`config.mk`:
```
export PLATFORM = sky130hd
export DESIGN_NAME = pfd_top
export DESIGN_NICKNAME = d
export VERILOG_FILES = /design/src/pfd_pkg.sv /design/src/pfd_top.sv
export SDC_FILE = /design/constraint.sdc
export NUM_CORES = 1
export LEC_CHECK = 0
export ABC_AREA = 1
export BUFFER_PORTS_ARGS = -buffer_cell sky130_fd_sc_hd__buf_2
export CORE_MARGIN = 4
export CORE_UTILIZATION = 52
export DETAILED_ROUTE_END_ITERATION = 10
export GPL_ROUTABILITY_DRIVEN = 0
export PLACE_DENSITY = 0.83
export SLEW_MARGIN = 10
export SYNTH_ARGS = -nofsm -noshare
export SYNTH_HDL_FRONTEND = slang
export SYNTH_SLANG_ARGS = --single-unit
```
`constraint.sdc`:
```
create_clock -name core_clk -period 2 [get_ports core_clk]
set_clock_uncertainty 0.2 [all_clocks]
set_input_delay 0.1 -clock core_clk [delete_from_list [all_inputs] [get_ports core_clk]]
set_output_delay 0.1 -clock core_clk [all_outputs]
set_load 0.005 [all_outputs]
```
`src/pfd_pkg.sv`:
```
// shared constants for the port function and direction control block
package pfd_pkg;
  // register addresses on the special-function port
  localparam logic [7:0] ADDR_P0_DATA = 8'h80; // port 0 data latch
  localparam logic [7:0] ADDR_P0_INPUT_MODE = 8'h8f;
  localparam logic [7:0] ADDR_P1_DATA = 8'h90; // port 1 data latch
  localparam logic [7:0] ADDR_P2_DATA = 8'ha0; // port 2 data latch
  localparam logic [7:0] ADDR_LOC_CFG = 8'hf1; // peripheral location config
  localparam logic [7:0] ADDR_P1_SEL = 8'hf4;
  localparam logic [7:0] ADDR_P2_SEL = 8'hf5;
  localparam logic [7:0] ADDR_PULL_CFG = 8'hf7; // pull polarity register
  localparam logic [7:0] ADDR_P0_DIR = 8'hfd;
  localparam logic [7:0] ADDR_P1_DIR = 8'hfe;
  localparam logic [7:0] ADDR_P2_DIR = 8'hff;
  // field positions in the port 2 select register
  localparam int SER_PAIR_BIT = 6;
  localparam int SER1_T3_BIT = 5;
  localparam int T1_T4_BIT = 4;
  localparam int SER0_T1_BIT = 3;
  localparam int P2_PIN4_FN_BIT = 2;
  localparam int P2_PIN3_FN_BIT = 1;
  localparam int P2_PIN0_FN_BIT = 0;
  // field positions elsewhere
  localparam int PREC_HI_BIT = 7; // port 0 precedence field, upper bit
  localparam int PREC_LO_BIT = 6;
  localparam int PULL_POL_BIT = 5; // port 0 pull polarity
  localparam int DBG_DATA_PIN = 1; // port 2 pin carrying debug data
  localparam int DBG_CLK_PIN = 2; // port 2 pin carrying debug clock
  // writable bits; the rest read as zero
  localparam logic [7:0] MASK_P2_SEL = 8'h7f;
  localparam logic [7:0] MASK_P2_DIR = 8'hdf;
  localparam logic [7:0] MASK_LOC_CFG = 8'h73;
  // values after reset
  localparam logic [7:0] RST_ZERO = 8'h00;
  localparam logic [7:0] RST_DATA = 8'hff;
  localparam logic [4:0] RST_P2_DATA = 5'h1f;
  // peripheral slots in the packed claim, out and enable vectors
  localparam int PER_SER0 = 0;
  localparam int PER_SER1 = 1;
  localparam int PER_TMR1 = 2;
  localparam int PER_TMR3 = 3;
  localparam int PER_TMR4 = 4;
  localparam int P0_NPER = 3;
  localparam int P1_NPER = 5;
  // port 0 precedence modes
  typedef enum logic [1:0] {
    PREC_SER0_SER1 = 2'b00,
    PREC_SER1_SER0 = 2'b01,
    PREC_TMR1A_SER1 = 2'b10,
    PREC_TMR1B_SER0 = 2'b11
  } pfd_prec_e;
endpackage

```
`src/pfd_top.sv`:
```
// port function select, direction, precedence and pad drive logic
//
// Operation
// - port 1 select bit: 0 gpio, 1 peripheral
// - serial pair on port 1: bit 6 picks
// - serial 1 versus timer 3: bit 5 picks
// - timer 1 versus timer 4: bit 4 picks
// - serial 0 versus timer 1: bit 3 picks
// - port 2 pins 4,3,0 function bits
// - port 0 direction bits, reset all inputs
// - port 1 direction bits, reset all inputs
// - port 2 direction bits 4:0, bit 5 zero
// - port 0 precedence field in bits 7:6
// - port 0 input mode: pull or tristate
// - one port 0 bit: pull-up or pull-down
// - debug overrides port 2 pins 1 and 2
//
// The strobed register port was chosen for this implementation.
`timescale 1ns/10ps
`default_nettype none
module pfd_top (
  input wire logic core_clk,
  input wire logic rst,
  input wire logic [7:0] reg_addr,
  input wire logic [7:0] reg_wdata,
  input wire logic reg_wr,
  input wire logic reg_rd,
  output logic [7:0] reg_rdata,
  input wire logic [7:0] p0_pad_in,
  input wire logic [7:0] p1_pad_in,
  input wire logic [4:0] p2_pad_in,
  output logic [7:0] p0_pad_out,
  output logic [7:0] p0_pad_oe,
  output logic [7:0] p1_pad_out,
  output logic [7:0] p1_pad_oe,
  output logic [4:0] p2_pad_out,
  output logic [4:0] p2_pad_oe,
  output logic [7:0] p0_pull_en,
  output logic p0_pull_down,
  output logic [7:0] p0_pin_level,
  output logic [7:0] p1_pin_level,
  output logic [4:0] p2_pin_level,
  output logic [7:0] peripheral_location_config,
  input wire logic [23:0] p0_per_claim,
  input wire logic [23:0] p0_per_out,
  input wire logic [23:0] p0_per_oe,
  input wire logic [39:0] p1_per_claim,
  input wire logic [39:0] p1_per_out,
  input wire logic [39:0] p1_per_oe,
  input wire logic [4:0] p2_per_out,
  input wire logic [4:0] p2_per_oe,
  input wire logic dbg_active,
  input wire logic dbg_drive,
  input wire logic dbg_data_out
);

  // every flip-flop of the block lives in this one struct
  typedef struct packed {
    logic [7:0] p0_data; // port data latches
    logic [7:0] p1_data;
    logic [4:0] p2_data;
    logic [7:0] p0_mode; // port0_input_mode
    logic [7:0] loc_cfg; // peripheral_location_config
    logic [7:0] p1_sel; // port1_function_select
    logic [7:0] p2_sel; // port2_function_and_priority
    logic pull_pol; // port0_pull_polarity
    logic [7:0] p0_dir; // port0_direction
    logic [7:0] p1_dir; // port1_direction
    logic [7:0] p2_dir; // port2_direction_and_priority
    logic [20:0] sync1; // pin synchroniser, three stages
    logic [20:0] sync2;
    logic [20:0] sync3;
    logic [20:0] filt; // settled pin levels
    logic [7:0] rdata;
    logic [7:0] p0_out;
    logic [7:0] p0_oe;
    logic [7:0] p1_out;
    logic [7:0] p1_oe;
    logic [4:0] p2_out;
    logic [4:0] p2_oe;
    logic [7:0] p0_pull_en;
  } pfd_state_s;

  pfd_state_s st_ff; // registered state
  pfd_state_s nxt_st; // next state

  // per-pin winner and resulting pad values
  logic [7:0] p0_pin_out;
  logic [7:0] p0_pin_oe;
  logic [7:0] p1_pin_out;
  logic [7:0] p1_pin_oe;
  logic [4:0] p2_fn; // port 2 per-pin function select
  logic [2:0] p0_win [8];
  logic [4:0] p1_win [8];

  // port 1 contest: pairwise drops, then lowest slot left wins
  // three-way clashes that stay open are software's to avoid
  function automatic logic [4:0] pfd_p1_pick(input logic [4:0] c, input logic [3:0] pri);
    logic [4:0] r;
    r = c;
    if (r[pfd_pkg::PER_SER0] && r[pfd_pkg::PER_SER1]) begin
      if (pri[3]) r[pfd_pkg::PER_SER0] = 1'b0;
      else r[pfd_pkg::PER_SER1] = 1'b0;
    end
    if (r[pfd_pkg::PER_SER1] && r[pfd_pkg::PER_TMR3]) begin
      if (pri[2]) r[pfd_pkg::PER_SER1] = 1'b0;
      else r[pfd_pkg::PER_TMR3] = 1'b0;
    end
    if (r[pfd_pkg::PER_TMR1] && r[pfd_pkg::PER_TMR4]) begin
      if (pri[1]) r[pfd_pkg::PER_TMR1] = 1'b0;
      else r[pfd_pkg::PER_TMR4] = 1'b0;
    end
    if (r[pfd_pkg::PER_SER0] && r[pfd_pkg::PER_TMR1]) begin
      if (pri[0]) r[pfd_pkg::PER_SER0] = 1'b0;
      else r[pfd_pkg::PER_TMR1] = 1'b0;
    end
    return r & (~r + 5'h01); // keep one claimant only
  endfunction

  // port 0 contest steered by the two-bit precedence field
  function automatic logic [2:0] pfd_p0_pick(input logic [2:0] c, input pfd_pkg::pfd_prec_e m);
    logic [2:0] r;
    r = c;
    case (m)
      pfd_pkg::PREC_SER0_SER1: if (r[0] && r[1]) r[1] = 1'b0;
      pfd_pkg::PREC_SER1_SER0: if (r[0] && r[1]) r[0] = 1'b0;
      pfd_pkg::PREC_TMR1A_SER1: if (r[2] && r[1]) r[1] = 1'b0;
      pfd_pkg::PREC_TMR1B_SER0: if (r[2] && r[0]) r[0] = 1'b0;
      default: r = c;
    endcase
    return r & (~r + 3'h1);
  endfunction

  // one slice per pin: gather columns, pick winner, form pad value
  genvar gi;
  generate
    for (gi = 0; gi < 8; gi++) begin : g_pin
      logic [2:0] c0;
      logic [2:0] o0;
      logic [2:0] e0;
      logic [4:0] c1;
      logic [4:0] o1;
      logic [4:0] e1;
      assign c0 = {p0_per_claim[16+gi], p0_per_claim[8+gi], p0_per_claim[gi]};
      assign o0 = {p0_per_out[16+gi], p0_per_out[8+gi], p0_per_out[gi]};
      assign e0 = {p0_per_oe[16+gi], p0_per_oe[8+gi], p0_per_oe[gi]};
      assign c1 = {p1_per_claim[32+gi], p1_per_claim[24+gi], p1_per_claim[16+gi],
                   p1_per_claim[8+gi], p1_per_claim[gi]};
      assign o1 = {p1_per_out[32+gi], p1_per_out[24+gi], p1_per_out[16+gi],
                   p1_per_out[8+gi], p1_per_out[gi]};
      assign e1 = {p1_per_oe[32+gi], p1_per_oe[24+gi], p1_per_oe[16+gi],
                   p1_per_oe[8+gi], p1_per_oe[gi]};
      assign p0_win[gi] = pfd_p0_pick(c0, pfd_pkg::pfd_prec_e'(st_ff.p2_dir[7:6]));
      assign p1_win[gi] = pfd_p1_pick(c1, st_ff.p2_sel[6:3]);
      // port 0 pins are always peripheral-capable through claims; gpio else
      assign p0_pin_oe[gi] = (|p0_win[gi]) ? |(p0_win[gi] & e0) : st_ff.p0_dir[gi];
      assign p0_pin_out[gi] = (|p0_win[gi]) ? |(p0_win[gi] & o0) : st_ff.p0_data[gi];
      // port 1: select bit chooses peripheral or gpio
      assign p1_pin_oe[gi] = st_ff.p1_sel[gi] ? |(p1_win[gi] & e1) : st_ff.p1_dir[gi];
      assign p1_pin_out[gi] = st_ff.p1_sel[gi] ? |(p1_win[gi] & o1) : st_ff.p1_data[gi];
    end
  endgenerate

  // port 2 function bits sit at pins 4, 3 and 0 only
  assign p2_fn = {st_ff.p2_sel[2], st_ff.p2_sel[1], 2'b00, st_ff.p2_sel[0]};

  // next-state logic: register writes, reads, pins, pads
  always_comb begin
    logic [20:0] pins;
    logic [7:0] rd_val;
    pins = {p2_pad_in, p1_pad_in, p0_pad_in};
    rd_val = 8'h00;
    nxt_st = st_ff;
    // three-stage synchroniser; a change counts once stages 2 and 3 agree
    nxt_st.sync1 = pins;
    nxt_st.sync2 = st_ff.sync1;
    nxt_st.sync3 = st_ff.sync2;
    nxt_st.filt = (~(st_ff.sync2 ^ st_ff.sync3) & st_ff.sync3)
                | ((st_ff.sync2 ^ st_ff.sync3) & st_ff.filt);
    // register writes; unmapped addresses are ignored
    if (reg_wr) begin
      case (reg_addr)
        pfd_pkg::ADDR_P0_DATA: nxt_st.p0_data = reg_wdata;
        pfd_pkg::ADDR_P1_DATA: nxt_st.p1_data = reg_wdata;
        pfd_pkg::ADDR_P2_DATA: nxt_st.p2_data = reg_wdata[4:0];
        pfd_pkg::ADDR_P0_INPUT_MODE: nxt_st.p0_mode = reg_wdata;
        pfd_pkg::ADDR_LOC_CFG: nxt_st.loc_cfg = reg_wdata & pfd_pkg::MASK_LOC_CFG;
        pfd_pkg::ADDR_P1_SEL: nxt_st.p1_sel = reg_wdata;
        pfd_pkg::ADDR_P2_SEL: nxt_st.p2_sel = reg_wdata & pfd_pkg::MASK_P2_SEL;
        pfd_pkg::ADDR_PULL_CFG: nxt_st.pull_pol = reg_wdata[pfd_pkg::PULL_POL_BIT];
        pfd_pkg::ADDR_P0_DIR: nxt_st.p0_dir = reg_wdata;
        pfd_pkg::ADDR_P1_DIR: nxt_st.p1_dir = reg_wdata;
        pfd_pkg::ADDR_P2_DIR: nxt_st.p2_dir = reg_wdata & pfd_pkg::MASK_P2_DIR;
        default: nxt_st.rdata = st_ff.rdata;
      endcase
    end
    // read mux; outputs show latch, inputs show the settled pin level
    case (reg_addr)
      pfd_pkg::ADDR_P0_DATA:
        rd_val = (st_ff.p0_dir & st_ff.p0_data) | (~st_ff.p0_dir & st_ff.filt[7:0]);
      pfd_pkg::ADDR_P1_DATA:
        rd_val = (st_ff.p1_dir & st_ff.p1_data) | (~st_ff.p1_dir & st_ff.filt[15:8]);
      pfd_pkg::ADDR_P2_DATA:
        rd_val = {3'b000, (st_ff.p2_dir[4:0] & st_ff.p2_data)
                        | (~st_ff.p2_dir[4:0] & st_ff.filt[20:16])};
      pfd_pkg::ADDR_P0_INPUT_MODE: rd_val = st_ff.p0_mode;
      pfd_pkg::ADDR_LOC_CFG: rd_val = st_ff.loc_cfg;
      pfd_pkg::ADDR_P1_SEL: rd_val = st_ff.p1_sel;
      pfd_pkg::ADDR_P2_SEL: rd_val = st_ff.p2_sel;
      pfd_pkg::ADDR_PULL_CFG: rd_val = {2'b00, st_ff.pull_pol, 5'h00};
      pfd_pkg::ADDR_P0_DIR: rd_val = st_ff.p0_dir;
      pfd_pkg::ADDR_P1_DIR: rd_val = st_ff.p1_dir;
      pfd_pkg::ADDR_P2_DIR: rd_val = st_ff.p2_dir;
      default: rd_val = 8'h00; // unmapped reads answer zero
    endcase
    // read data stands only in the cycle after the strobe
    nxt_st.rdata = reg_rd ? rd_val : 8'h00;
    // pad values, registered so outputs come from flops
    nxt_st.p0_out = p0_pin_out;
    nxt_st.p0_oe = p0_pin_oe;
    nxt_st.p1_out = p1_pin_out;
    nxt_st.p1_oe = p1_pin_oe;
    nxt_st.p2_out = (p2_fn & p2_per_out) | (~p2_fn & st_ff.p2_data);
    nxt_st.p2_oe = (p2_fn & p2_per_oe) | (~p2_fn & st_ff.p2_dir[4:0]);
    // debug owns its two pins; drives data pin only when answering the host
    if (dbg_active) begin
      nxt_st.p2_oe[pfd_pkg::DBG_CLK_PIN] = 1'b0;
      nxt_st.p2_oe[pfd_pkg::DBG_DATA_PIN] = dbg_drive;
      nxt_st.p2_out[pfd_pkg::DBG_DATA_PIN] = dbg_data_out;
    end
    // pull only on port 0 inputs in pull mode; a driven pin needs none
    nxt_st.p0_pull_en = ~st_ff.p0_mode & ~p0_pin_oe;
    // synchronous reset last so it wins over everything above
    if (rst) begin
      nxt_st = '0;
      nxt_st.p0_data = pfd_pkg::RST_DATA;
      nxt_st.p1_data = pfd_pkg::RST_DATA;
      nxt_st.p2_data = pfd_pkg::RST_P2_DATA;
      nxt_st.p0_mode = pfd_pkg::RST_ZERO;
      nxt_st.p1_sel = pfd_pkg::RST_ZERO;
      nxt_st.p0_dir = pfd_pkg::RST_ZERO;
      nxt_st.p1_dir = pfd_pkg::RST_ZERO;
    end
  end

  // the single state register
  always_ff @(posedge core_clk) begin
    st_ff <= nxt_st;
  end

  // outputs straight from the state flops
  assign reg_rdata = st_ff.rdata;
  assign p0_pad_out = st_ff.p0_out;
  assign p0_pad_oe = st_ff.p0_oe;
  assign p1_pad_out = st_ff.p1_out;
  assign p1_pad_oe = st_ff.p1_oe;
  assign p2_pad_out = st_ff.p2_out;
  assign p2_pad_oe = st_ff.p2_oe;
  assign p0_pull_en = st_ff.p0_pull_en;
  assign p0_pull_down = st_ff.pull_pol;
  assign p0_pin_level = st_ff.filt[7:0];
  assign p1_pin_level = st_ff.filt[15:8];
  assign p2_pin_level = st_ff.filt[20:16];
  assign peripheral_location_config = st_ff.loc_cfg;
endmodule
`default_nettype wire

```
==> impl_metrics.yaml, run 1 <==
run_status:
  status: "complete, but fails checks"
  violations: "DRC, setup timing"
worst_hold_path:
  hold_depth: 7
  hold_path_class: "input pin to flip-flop"
clock_network:
  ctsRootBufferMaster: "clkbuf_16"
  cts_sinks: 215
  cts.path.max_buffers: 3
  path_clk_slew_ps: 60
  cts_max_level: 1
  worstSkewPairLatency_ps: 510
  cts_tree: "done"
  cts_buffers: 23
critical_path:
  worstSetupPathType: "flip-flop to flip-flop"
  reg2reg_depth: 8
  worstPathMaxFanout: 5
  cp-start-kind: "flip-flop"
  critical_path_arrival_ps: 2290
  critPathRequiredTime_ps: 2230
  crit_path_end_kind: "flip-flop"
synthesis:
  ys.flop_type: "dfxtp_1"
  ys_ff_latch: 215
  synth-warning-count: 0
  synth_cells: 1623
  synth_edf_count: 0
  synthTopCellsByCount: "nand2_1 (329), inv_1 (231), dfxtp_1 (215)"
  synth_top_area_frac: 0.398
  synth.most_common_cell: "nand2_1"
  ys_seq_area_frac: 0.398
  syn_area_per_cell_um2: 6.66
  yosys.cell_types.count: 40
  yosysTopAreaCell: "dfxtp_1"
  syn_area_mm2: 0.0108
  async_flop_share: 0
  ys_top_cells_by_area: "dfxtp_1 (40%), nand2_1 (11%), nand3_1 (8.6%)"
detailed_routing:
  via_count: 13899
  viasPerCell: 5.72
  wirelength_mm: 46.8
  first_iter_violations: 1956
  final_antenna_net_count: 0
  wl_per_cell_um: 19.3
  drc: 2
  dr.pass1.iters: 11
floorplan:
  die_h_um: 152
  start_util: 0.531
  pin_count: 334
  core_mm2: 0.0204
  rows: 52
  dieArea_mm2: 0.0232
  dieWidth_um: 152
placement:
  io_buffers: 326
  post_dp_cell_area_mm2: 0.0122
  hpwlAfterDp_mm: 26.3
  placed_cells: 2118
power_and_ir_drop:
  cellPowerDensity_mw_per_mm2: 659
  peakVddDrop_uv: 621
  fin_total_pwr_mw: 10.3
  leakage_nw: 7.60
timing:
  rsz0062_at_grt: "true"
  setup_ws_ps: -59.9
  period_share: 1.03
  finalHoldViolCount: 0
  worst_pin_slew_ps: 586
  slew_viol_final: 0
  holdWs_ps: 3.58
  slew_headroom: 0.606
  period_needed_ps: 2060
  setup_violations: 5
  max_freq_mhz: 485
cells_and_area:
  area_growth_pct: 44.4
  fin_util: 0.767
  multiInputGateArea_mm2: 0.00477
  final_cells: 2429
  drive_gt1_frac: 0.210
  n_fill_cell: 1268
  fin_area_mm2: 0.0156
  fin_nets: 2382
  seq_area_mm2: 0.00431
global_routing:
  overflow: 0
  grt_first_pass_wirelength_mm: 70.8
  grt_pass1_vias: 13616
  grt_usage: 0.370
  antenna_found_initial: 4
  grt_max_degree: 53
run:
  cap_violations: 0
-- cell type report --
| class | instances | area share |
|---|---|---|
| clock inverter | 11 | 0.00914 |
| timing repair inverter | 1 | 0.000321 |
| inverter | 237 | 0.0573 |
| timing repair buffer | 622 | 0.289 |
| tap | 270 | 0.0216 |
| multi-input combinational | 1036 | 0.306 |
| antenna | 7 | 0.00112 |
| sequential | 215 | 0.276 |
| clock buffer | 30 | 0.0398 |
-- flip-flops by register name, indices dropped and copies added, names as in the netlist, 8 cells and up, named ones only --
register and flops:
st_ff 127, p0_pad_oe 8, p0_pad_out 8, p0_pull_en 8, p1_pad_oe 8, p1_pad_out 8, reg_rdata 8
-- path summary, 6_finish.rpt --
path	slack [ps]	start	end
setup / recovery	-60	st_ff[173]	p1_pad_oe[5]
setup reg to reg	-60	st_ff[173]	p1_pad_oe[5]
hold / removal	4	p0_per_claim[12]	p0_pad_out[4]
hold reg to reg	200	st_ff[139]	st_ff[118]
-- placed cells by master, fill, tap and decap left out, types with 6 or more instances in the layout --
cell type and instances:
nor2_1 200, o211ai_1 12, nor2_4 6, inv_1 228, nand2_1 327, buf_4 43, o21ai_0 108, a211oi_1 15
buf_2 325, nand3_2 7, dfxtp_1 211, diode_2 7, a21oi_1 119, clkbuf_16 23, nand3_1 181, o21ai_1 16
inv_2 6, dlygate4sd3_1 252
-- through the flow --
stage / TNS [ps] / setup WS [ps]
2_1_floorplan: 0 / 448
3_3_place_gp: 0 / 112
3_5_place_dp: 0 / 62.6
4_1_cts: 0 / 41.1
5_1_grt: -699 / -191
6_report: -197 / -59.9
-- worst max-delay path: stages (launching register included) --
cell	delay [ps]
dfxtp_2	400
clkinvlp_2	350
nand2_1	200
nand3_1	170
a21oi_1	270
nand3_1	110
nand3_1	100
nor2_1	50
nor2_1	130
-- where the power goes --
| group | switching (mW) | total, mW | internal (mW) | leakage [nW] |
|---|---|---|---|---|
| clock network | 1.79 | 4.38 | 2.59 | 0.370 |
| registers | 0.0465 | 4.44 | 4.39 | 1.76 |
| logic | 0.761 | 1.48 | 0.718 | 5.47 |
-- routing by layer --
layer,wire length (µm),vias to the layer above,GRT usage
li1,-,6096,-
met1,15600,6100,0.407
met2,21200,1282,0.619
met3,5670,421,0.108
met4,4230,0,0.251
met5,0,-,0
-- cells by family after synthesis --
group,share of synthesized area
simple gates,0.296
buf+inv,0.165
compound gates,0.139
flops,0.398
mux,0.000926
other cells,0.000347
-- timing repair --
item,4_1_cts,5_1_grt
endpoints found under the setup margin,0,30
endpoints found under the hold margin,185,0
resized for setup,0,22
setup buffers,0,9
hold buffers,253,0
No activity file was read; power rests on OpenSTA's default activity.
==> run 2, diff against run 1 <==
Settings changed: CELL_PAD_IN_SITES_DETAIL_PLACEMENT from default to 1, CELL_PAD_IN_SITES_GLOBAL_PLACEMENT from default to 1, CORE_UTILIZATION 52 to 36, MAX_ROUTING_LAYER from default to met4.
==> run 2 against run 1 <==
The run ends with hold timing, setup timing left. Flip-flop and latch count unchanged. Utilization shrank 23 points. Register-to-register slack worse by 190 ps. Non-clock buffer count is 1 lower. Via count is 0.78% higher. Highest routed layer unchanged. Clock power is 10% higher. Largest cell class unchanged. Sequential share of layout area is 0.66 points lower. Total power grew 5.4%. Combinational power increased by 6%. Routed wire length rose by 26%. Worst setup slack got worse by 190 ps. First-iteration DRC count fell by 38%.
==> impl_metrics.yaml, run 2 (synthesized netlist as in run 1, its figures left out) <==
detailed_routing:
  via_count: 14008
  wirelength_mm: 58.9
  dr.pass1.iters: 6
  viasPerCell: 5.45
  first_iter_violations: 1213
  final_antenna_net_count: 0
  drc: 0
  wl_per_cell_um: 22.9
floorplan:
  pin_count: 334
  start_util: 0.365
  dieWidth_um: 181
  dieArea_mm2: 0.0329
  rows: 63
  die_h_um: 181
  core_mm2: 0.0296
global_routing:
  grt_pass1_vias: 14592
  antenna_found_initial: 19
  overflow: 0
  grt_max_degree: 97
  grt_usage: 0.335
  grt_first_pass_wirelength_mm: 84.3
clock_network:
  worstSkewPairLatency_ps: 530
  ctsRootBufferMaster: "clkbuf_16"
  cts.path.max_buffers: 3
  cts_tree: "done"
  path_clk_slew_ps: 80
  cts_sinks: 215
  cts_max_level: 1
  cts_buffers: 25
cells_and_area:
  n_fill_cell: 3769
  largest_reg_flops: 127
  final_cells: 2569
  multiInputGateArea_mm2: 0.00481
  largest-register: "st_ff"
  seq_area_mm2: 0.00431
  area_growth_pct: 47.9
  final_common_cell: "buf_2"
  fin_nets: 2382
  drive_gt1_frac: 0.215
  final_cell_mix: "buf_2 (324), nand2_1 (323), dlygate4sd3_1 (254)"
timing:
  holdWs_ps: -6.50
  max_freq_mhz: 444
  period_share: 1.13
  worst_pin_slew_ps: 540
  setup_violations: 6
  setup-tns-final_ps: -433
  finalHoldViolCount: 2
  slew_viol_final: 0
  setup_ws_ps: -253
  slew_headroom: 0.640
  period_needed_ps: 2250
placement:
  placed_cells: 2239
  hpwlAfterDp_mm: 31.7
  io_buffers: 326
power_and_ir_drop:
  cellPowerDensity_mw_per_mm2: 679
  leakage_nw: 7.66
  fin_total_pwr_mw: 10.9
  peakVddDrop_uv: 526
critical_path:
  cp-start-kind: "flip-flop"
  critical_path_arrival_ps: 2460
  crit_path_end_kind: "flip-flop"
  critPathRequiredTime_ps: 2210
  worstPathMaxFanout: 6
  worstSetupPathType: "flip-flop to flip-flop"
worst_hold_path:
  hold_path_class: "input pin to flip-flop"
run_status:
  status: "complete, but fails checks"
  violations: "hold timing, setup timing"
run:
  cap_violations: 0
[run 2: per-layer routing]
metal  global-route usage  wire length, µm  vias to the layer above
met3               0.0739             5190                      329
met2                0.574            28400                      925
met1                0.364            21000                     6629
met4                0.172             4300                        0
met5                    -                0                        -
li1                     -                -                     6125
[run 2: critical path, stage by stage (launching register included)]
cell	delay, ps
dfxtp_2	450
buf_4	210
nand2_1	60
nand2_1	70
o21ai_1	80
nand2_1	180
inv_1	120
nor2_1	190
nand2_1	110
nand2_1	100
nor2_1	70
nor2_1	290
[run 2: timing repair]
item                                    4_1_cts  5_1_grt
gates resized for setup                       0       36
endpoints found under the setup margin        0       39
buffers inserted                              0        6
endpoints found under the hold margin       196        0
hold buffers                                254        0
[run 2: final cells by class]
class                   count  area share
repair buffers            621       0.285
diodes                     26     0.00407
multi-input cells        1036       0.301
clock buffers              32      0.0427
well taps                 390      0.0305
inverters                 237      0.0562
flip-flops and latches    215       0.270
clock inverters            12      0.0107
[run 2: power breakdown]
group	leakage (nW)	total (mW)	switching, mW	internal, mW
clock	0.412	4.83	1.91	2.93
sequential	1.76	4.45	0.0541	4.39
combinational	5.49	1.57	0.836	0.735
[run 2: final timing paths]
kind | cells after the start | endpoint | slack, ps | start
hold / removal | 6 | st_ff[203] | -6 | reg_addr[5]
setup / recovery | 11 | p0_pad_out[0] | -250 | st_ff[148]
setup reg to reg | 11 | p0_pad_out[0] | -250 | st_ff[148]
hold reg to reg | 2 | st_ff[116] | 200 | st_ff[137]
[run 2: per-stage QoR]
stage,area [µm²],util,setup slack (ps)
after global placement,12400,0.417,182
after detailed placement,12400,0.417,43.2
after floorplan,10800,-,448
after global routing,16000,0.539,-344
final,16000,0.539,-253
after CTS,15800,0.532,10.3
